--- src/inc/csk_pkg.sv ---
// constants and types for the conditional-skip execution block
package csk_pkg;
    // ***************************************
    // instruction select codes
    // ***************************************
    localparam logic [1:0] OP_NONE      = 2'h0;
    localparam logic [1:0] OP_PORT_C    = 2'h1;
    localparam logic [1:0] OP_EXT_PIN   = 2'h2;
    localparam logic [1:0] OP_POWERDOWN = 2'h3;

    // ***************************************
    // field positions and reset values
    // ***************************************
    localparam int         POL_BIT      = 2;
    localparam logic [3:0] IC1_RESET    = 4'h0;
    localparam logic [9:0] PC_RESET     = 10'h000;
    localparam logic [9:0] PC_STEP      = 10'h001;
    localparam logic [9:0] PC_SKIP_STEP = 10'h002;
    localparam int         SYNC_STAGES  = 2;

    // ***************************************
    // sequencer states
    // ***************************************
    typedef enum logic [1:0] {
        CSK_FETCH = 2'b01,
        CSK_SKIP  = 2'b10
    } csk_state_e;
endpackage

--- src/rtl/csk_sync.sv ---
// two-flop synchroniser for one asynchronous level
module csk_sync
    import csk_pkg::*;
(
    input  wire logic ref_clk,
    input  wire logic rst_n,
    input  wire logic din,
    output logic      dout
);
    logic [SYNC_STAGES-1:0] stage;

    // first stage feeds only the second
    always_ff @(posedge ref_clk or negedge rst_n) begin
        if (!rst_n) begin
            stage <= '0;
        end else begin
            stage <= {stage[SYNC_STAGES-2:0], din};
        end
    end

    assign dout = stage[SYNC_STAGES-1];
endmodule

--- src/rtl/csk_skip_exec.sv ---
// conditional-skip instruction execution logic
// Function
// - the port-C skip instruction skips the next instruction when the port C input is one.
// - the port-C skip instruction lets the next instruction execute when port C is zero.
// - the pin-level skip takes its polarity from bit 2 of interrupt control register one.
// - with polarity zero the pin-level skip skips when the external pin is low.
// - with polarity one the pin-level skip skips when the external pin is high.
// - the power-down skip skips the next instruction when the power-down flag is one.
// - testing the power-down flag leaves the flag unchanged.
module csk_skip_exec
    import csk_pkg::*;
(
    input  wire logic       ref_clk,
    input  wire logic       rst_n,
    input  wire logic       instr_valid,
    input  wire logic [1:0] instr_op,
    input  wire logic       port_c_pin,
    input  wire logic       ext_int_pin,
    input  wire logic [3:0] interrupt_control_one,
    input  wire logic       powerdown_flag,
    input  wire logic       carry_in,
    output logic [9:0]      pc,
    output logic            skip_taken,
    output logic            next_suppressed,
    output logic            carry_out,
    output logic            powerdown_flag_out
);
    // ***************************************
    // reset release
    // ***************************************
    logic [1:0] rst_pipe;
    logic       rst_sync_n;
    logic       port_c_s;
    logic       ext_pin_s;

    // asserts at once, releases on the clock
    always_ff @(posedge ref_clk or negedge rst_n) begin
        if (!rst_n) begin
            rst_pipe <= 2'h0;
        end else begin
            rst_pipe <= {rst_pipe[0], 1'b1};
        end
    end
    assign rst_sync_n = rst_pipe[1];

    // ***************************************
    // pin synchronisers
    // ***************************************
    // pins are asynchronous to the core clock
    csk_sync u_sync_port_c (
        .ref_clk (ref_clk),
        .rst_n   (rst_sync_n),
        .din     (port_c_pin),
        .dout    (port_c_s)
    );
    csk_sync u_sync_ext (
        .ref_clk (ref_clk),
        .rst_n   (rst_sync_n),
        .din     (ext_int_pin),
        .dout    (ext_pin_s)
    );

    // ***************************************
    // skip condition
    // ***************************************
    logic ext_pin_polarity_select;
    logic op_port_c;
    logic op_ext_pin;
    logic op_powerdown;
    logic port_c_hit;
    logic ext_pin_hit;
    logic powerdown_hit;
    logic cond;

    assign ext_pin_polarity_select = interrupt_control_one[POL_BIT];

    // ***************************************
    // instruction decode
    // ***************************************
    // no-op code runs as a plain instruction
    always_comb begin
        op_port_c    = 1'b0;
        op_ext_pin   = 1'b0;
        op_powerdown = 1'b0;
        case (instr_op)
            OP_PORT_C: begin
                op_port_c = 1'b1;
            end
            OP_EXT_PIN: begin
                op_ext_pin = 1'b1;
            end
            OP_POWERDOWN: begin
                op_powerdown = 1'b1;
            end
            default: begin
                op_port_c    = 1'b0;
                op_ext_pin   = 1'b0;
                op_powerdown = 1'b0;
            end
        endcase
    end

    // ***************************************
    // per-instruction conditions
    // ***************************************
    // port c level
    assign port_c_hit = op_port_c && port_c_s;

    assign ext_pin_hit = op_ext_pin && (ext_pin_s == ext_pin_polarity_select);

    assign powerdown_hit = op_powerdown && powerdown_flag;

    // codes are exclusive, one hit at most
    // no hit, no skip
    assign cond = port_c_hit || ext_pin_hit || powerdown_hit;

    // ***************************************
    // slot qualification
    // ***************************************
    csk_state_e state;
    logic       slot_live;
    logic       slot_dropped;
    logic       do_skip;

    // a skip op in a dropped slot is ignored
    assign slot_live    = instr_valid && (state == CSK_FETCH);
    assign slot_dropped = instr_valid && (state == CSK_SKIP);
    assign do_skip      = slot_live && cond;

    // ***************************************
    // sequencer
    // ***************************************
    // skip state waits for the next valid slot
    always_ff @(posedge ref_clk or negedge rst_sync_n) begin
        if (!rst_sync_n) begin
            state <= CSK_FETCH;
        end else begin
            case (state)
                CSK_FETCH: begin
                    if (do_skip) begin
                        state <= CSK_SKIP;
                    end
                end
                CSK_SKIP: begin
                    if (slot_dropped) begin
                        state <= CSK_FETCH;
                    end
                end
                // stray codes recover to fetch
                default: begin
                    state <= CSK_FETCH;
                end
            endcase
        end
    end

    // ***************************************
    // program counter
    // ***************************************
    logic [9:0] pc_plus_one;
    logic [9:0] pc_plus_two;

    // wraps at the top of the 10-bit space
    assign pc_plus_one = 10'(pc + PC_STEP);
    assign pc_plus_two = 10'(pc + PC_SKIP_STEP);

    always_ff @(posedge ref_clk or negedge rst_sync_n) begin
        if (!rst_sync_n) begin
            pc <= PC_RESET;
        end else if (do_skip) begin
            pc <= pc_plus_two;
        end else if (slot_live) begin
            pc <= pc_plus_one;
        end
    end

    // ***************************************
    // skip report
    // ***************************************
    // registered, so the pulse is clean
    // one-cycle skip pulse
    always_ff @(posedge ref_clk or negedge rst_sync_n) begin
        if (!rst_sync_n) begin
            skip_taken <= 1'b0;
        end else begin
            skip_taken <= do_skip;
        end
    end

    assign next_suppressed = (state == CSK_SKIP);

    // ***************************************
    // carry pass-through
    // ***************************************
    // copy only, carry is never written here
    // carry left unchanged
    always_ff @(posedge ref_clk or negedge rst_sync_n) begin
        if (!rst_sync_n) begin
            carry_out <= 1'b0;
        end else begin
            carry_out <= carry_in;
        end
    end

    // ***************************************
    // power-down flag
    // ***************************************
    // flag not cleared
    always_ff @(posedge ref_clk or negedge rst_sync_n) begin
        if (!rst_sync_n) begin
            powerdown_flag_out <= 1'b0;
        end else begin
            powerdown_flag_out <= powerdown_flag;
        end
    end
endmodule

--- config.mk ---
export PLATFORM = sky130hd
export DESIGN_NAME = csk_skip_exec
export DESIGN_NICKNAME = d
export VERILOG_FILES = /design/src/inc/csk_pkg.sv /design/src/rtl/csk_sync.sv /design/src/rtl/csk_skip_exec.sv
export SDC_FILE = /design/constraint.sdc
export NUM_CORES = 1
export LEC_CHECK = 0
export ABC_AREA = 1
export BUFFER_PORTS_ARGS = -buffer_cell sky130_fd_sc_hd__buf_2
export CORE_ASPECT_RATIO = 1.4
export CORE_MARGIN = 1.5
export CORE_UTILIZATION = 50
export CTS_BUF_LIST = sky130_fd_sc_hd__clkbuf_8
export CTS_CLUSTER_SIZE = 14
export DETAILED_ROUTE_END_ITERATION = 6
export PLACE_DENSITY = 0.78
export SLEW_MARGIN = 20
export SYNTH_ARGS = -nofsm -noshare
export SYNTH_HDL_FRONTEND = slang
export SYNTH_SLANG_ARGS = --single-unit
--- constraint.sdc ---
create_clock -name ref_clk -period 0.86 [get_ports ref_clk]
set_clock_uncertainty 0.2 [all_clocks]
set_input_delay 0.086 -clock ref_clk [delete_from_list [all_inputs] [get_ports ref_clk]]
set_output_delay 0.086 -clock ref_clk [all_outputs]
set_load 0.02 [all_outputs]
==> results_dict.tcl <==
set metrics [dict create \
    status "complete, but fails checks" \
    violations "negative hold slack, negative setup slack" \
    hold_violations 4 \
    pin_count 27 \
    cts_tree "built" \
    worst_slack_ns -0.723 \
    grt_max_degree 14 \
    drv_cap 0 \
    ys_warn_count 0 \
    grt_util_all_layers_pct 28.9 \
    yosys_register_bits 21 \
    cp_slowest_cell "dfrtp_2" \
    multi_input_area_um2 692 \
    start_util_pct 53.4 \
    synthesis.nets 160 \
    synth_cell_type_count 27 \
    rsz0062_at_grt "true" \
    die_h_um 60.4 \
    post-dp-hpwl_mm 2.12 \
    overflow 0 \
    fin_crit_sh_pct 184 \
    grt_pass1_vias 1267 \
    worst_hold_path_type "in -> async" \
    ant_nets 0 \
    cts_sinks 21 \
    slowest_delay_ns 0.45 \
    routed_wirelength_mm 4.34 \
    layout.nets 233 \
    power.density_mw_per_mm2 2500 \
    cp.required_ns 0.86 \
    die_area_mm2 0.00266 \
    drv_slew 0 \
    io_buffers 23 \
    vias 1281 \
    cts_hold_buf 5 \
    antenna_found_initial 0 \
    coreArea_mm2 0.00220 \
    routed_via_density 5.36 \
    fin_util_pct 92.2 \
    cp_data_arrival_time_ns 1.58 \
    netlist_area_mm2 0.00118 \
    grt_pass1_wl_mm 5.56 \
    first_iter_violations 70 \
    setup.worst_path.end_class "register" \
    cts_root_buffer "clkbuf_8" \
    start_kind "register" \
    vdd_drop_max_mv 2.00 \
    cts-buffers-inserted 3 \
    clk_latency_ns 0.27 \
    rows 20 \
    cp_max_fo 4 \
    die_w_um 44.0 \
    path_common_cell "nand2_1" \
    syn_inst 145 \
    hold_slack_ns -0.0791 \
    drc 0 \
    fmax_mhz 632 \
    syn_area_per_cell_um2 8.11 \
    nFillCells 80 \
    htree_levels 1 \
    finalPower_mw 5.07 \
    worstSetupPathType "reg -> reg" \
    cts.clk_slew.worst_paths_ns 0.09 \
    layout-drive-gt1-share_pct 54.4 \
    gp_congestion 0.854 \
    dr.pass1.iters 4 \
    seqCellArea_um2 534 \
    cellLeakagePower_nw 1.07 \
    n_antenna_cell 0 \
    avgRoutedWirePerCell_um 18.2 \
    crit_chain "ha_4, inv_2, nor3_4, nand2_1, nand2_1, nand2_1, nand2_1, nand2_1, inv_1" \
    yosysSeqAreaShare_pct 44.8 \
    clock_path_buffers 2 \
    finalSetupViolations 27 \
    min_period_ns 1.58 \
    areaGrowthSynthToFinish_pct 72.6 \
]
==> final timing paths <==
kind                       cells past startpoint          end         from  slack [ns]
min                                            2  rst_pipe[0]        rst_n       -0.08
max                                            9        pc[7]        pc[2]       -0.72
min reg2reg                                    1        pc[2]  rst_pipe[1]        0.02
min in group ref_clk                           4     state[1]  instr_valid       -0.04
max reg2reg                                    9        pc[7]        pc[2]       -0.72
max in group asynchronous                      1        pc[3]  rst_pipe[1]        0.23
==> cells in the mapped netlist (all sizes together) <==
cell,count,area [um^2]
nand3,15,105
xnor2,2,17.5
conb,1,3.75
nand4,1,6.26
o211ai,2,15.0
dfstp,1,26.3
nor2,6,43.8
buf,2,27.5
nor3,3,25.0
dfrtp,20,500
ha,2,25.0
clkinv,2,8.75
xor2,3,26.3
a21oi,1,5.00
inv,23,88.8
nand2,61,251
==> worst max-delay path, delay by kind of cell (launching register included) <==
| family | cells | cell delay, ns |
|---|---|---|
| simple gates | 6 | 0.54 |
| buf+inv | 2 | 0.13 |
| fa+ha+maj | 1 | 0.18 |
| flops | 1 | 0.45 |
==> cell families (layout without fill, tap and decap cells) <==
group	count (synthesis)	count (layout)	share of synthesized area [%]
xor+xnor	5	5	3.72
fa+ha+maj	2	2	2.13
simple gates	86	86	36.7
flops	21	21	44.8
other cells	1	1	0.319
buf+inv	27	99	10.6
compound gates	3	3	1.70
==> power breakdown <==
part           internal, mW  switching [mW]
Clock                 0.328           0.351
Combinational          1.44            1.45
Sequential             1.19           0.309
==> routing by layer <==
layer  vias up  global-route usage [%]  part of all wire, %
met4         0                    14.3                  2.7
met3        14                    5.06                  5.7
met5         -                       0                    0
met1       624                    33.3                   38
met2        58                    51.3                   54
li1        585                       -                    -
==> timing repair <==
action | 4_1_cts | 5_1_grt
endpoints found under the hold margin | 8 | 4
cloned | 0 | 0
endpoints found under the setup margin | 27 | 27
pin swaps | 17 | 17
setup buffers | 8 | 11
gates resized for setup | 42 | 29
==> per-stage QoR <==
| step | worst slack [ns] | std cells | cell area (um^2) | setup TNS [ns] |
|---|---|---|---|---|
| after global placement | -0.585 | 214 | 1560 | -7.65 |
| after CTS | -0.598 | 231 | 1870 | -11.84 |
| after global routing | -0.756 | 239 | 2030 | -14.15 |
| after floorplan | -0.603 | 145 | 1230 | -6.74 |
| after detailed placement | -0.628 | 214 | 1560 | -8.21 |
| final | -0.723 | 239 | 2030 | -13.37 |
==> cells in the final DEF (no fill, tap or decap) <==
| cell | synthesis | routed |
|---|---|---|
| nand2_1 | 56 | 43 |
| buf_4 | 1 | 30 |
| buf_6 | 0 | 23 |
| inv_1 | 18 | 17 |
| dfrtp_1 | 20 | 14 |
| nand2_2 | 3 | 11 |
| nand3_1 | 12 | 10 |
| buf_2 | 0 | 10 |
| dfrtp_2 | 0 | 6 |
| nand2_4 | 2 | 5 |
| dlygate4sd3_1 | 0 | 5 |
| inv_2 | 4 | 4 |
| nand3_4 | 2 | 3 |
| nor3_4 | 0 | 3 |
| clkbuf_8 | 0 | 3 |
| nand2_8 | 0 | 2 |
| nor2_2 | 2 | 2 |
| o211ai_1 | 2 | 2 |
| nor2_1 | 3 | 2 |
| nand3_2 | 1 | 2 |
| xor2_1 | 3 | 2 |
| ha_4 | 0 | 2 |
| buf_12 | 1 | 2 |
| clkinv_2 | 1 | 1 |
| a21oi_2 | 0 | 1 |
| nor2_8 | 1 | 1 |
| clkinv_4 | 0 | 1 |
| nand4_1 | 1 | 1 |
| xnor2_2 | 0 | 1 |
| inv_4 | 1 | 1 |
| nor2_4 | 0 | 1 |
| clkinv_1 | 1 | 1 |
| xor2_2 | 0 | 1 |
| xnor2_1 | 2 | 1 |
| clkinvlp_4 | 0 | 1 |
| conb_1 | 1 | 1 |
| dfstp_2 | 1 | 1 |
==> sequential cells by signal (all words and copies together) (netlist names) <==
| signal | flops |
|---|---|
| carry_out | 1 |
| pc | 10 |
| powerdown_flag_out | 1 |
| u_sync_port_c.stage | 2 |
| state | 2 |
| u_sync_ext.stage | 2 |
| rst_pipe | 2 |
| skip_taken | 1 |
==> final cells by class <==
class / count / area share (%)
clock buffer: 3 / 2.03
inverter: 25 / 5.06
timing repair buffer: 70 / 30.8
sequential: 21 / 26.3
clock inverter: 1 / 0.370
multi-input combinational: 97 / 34.1
tap: 22 / 1.36
Power figures use the tool's default switching activity.
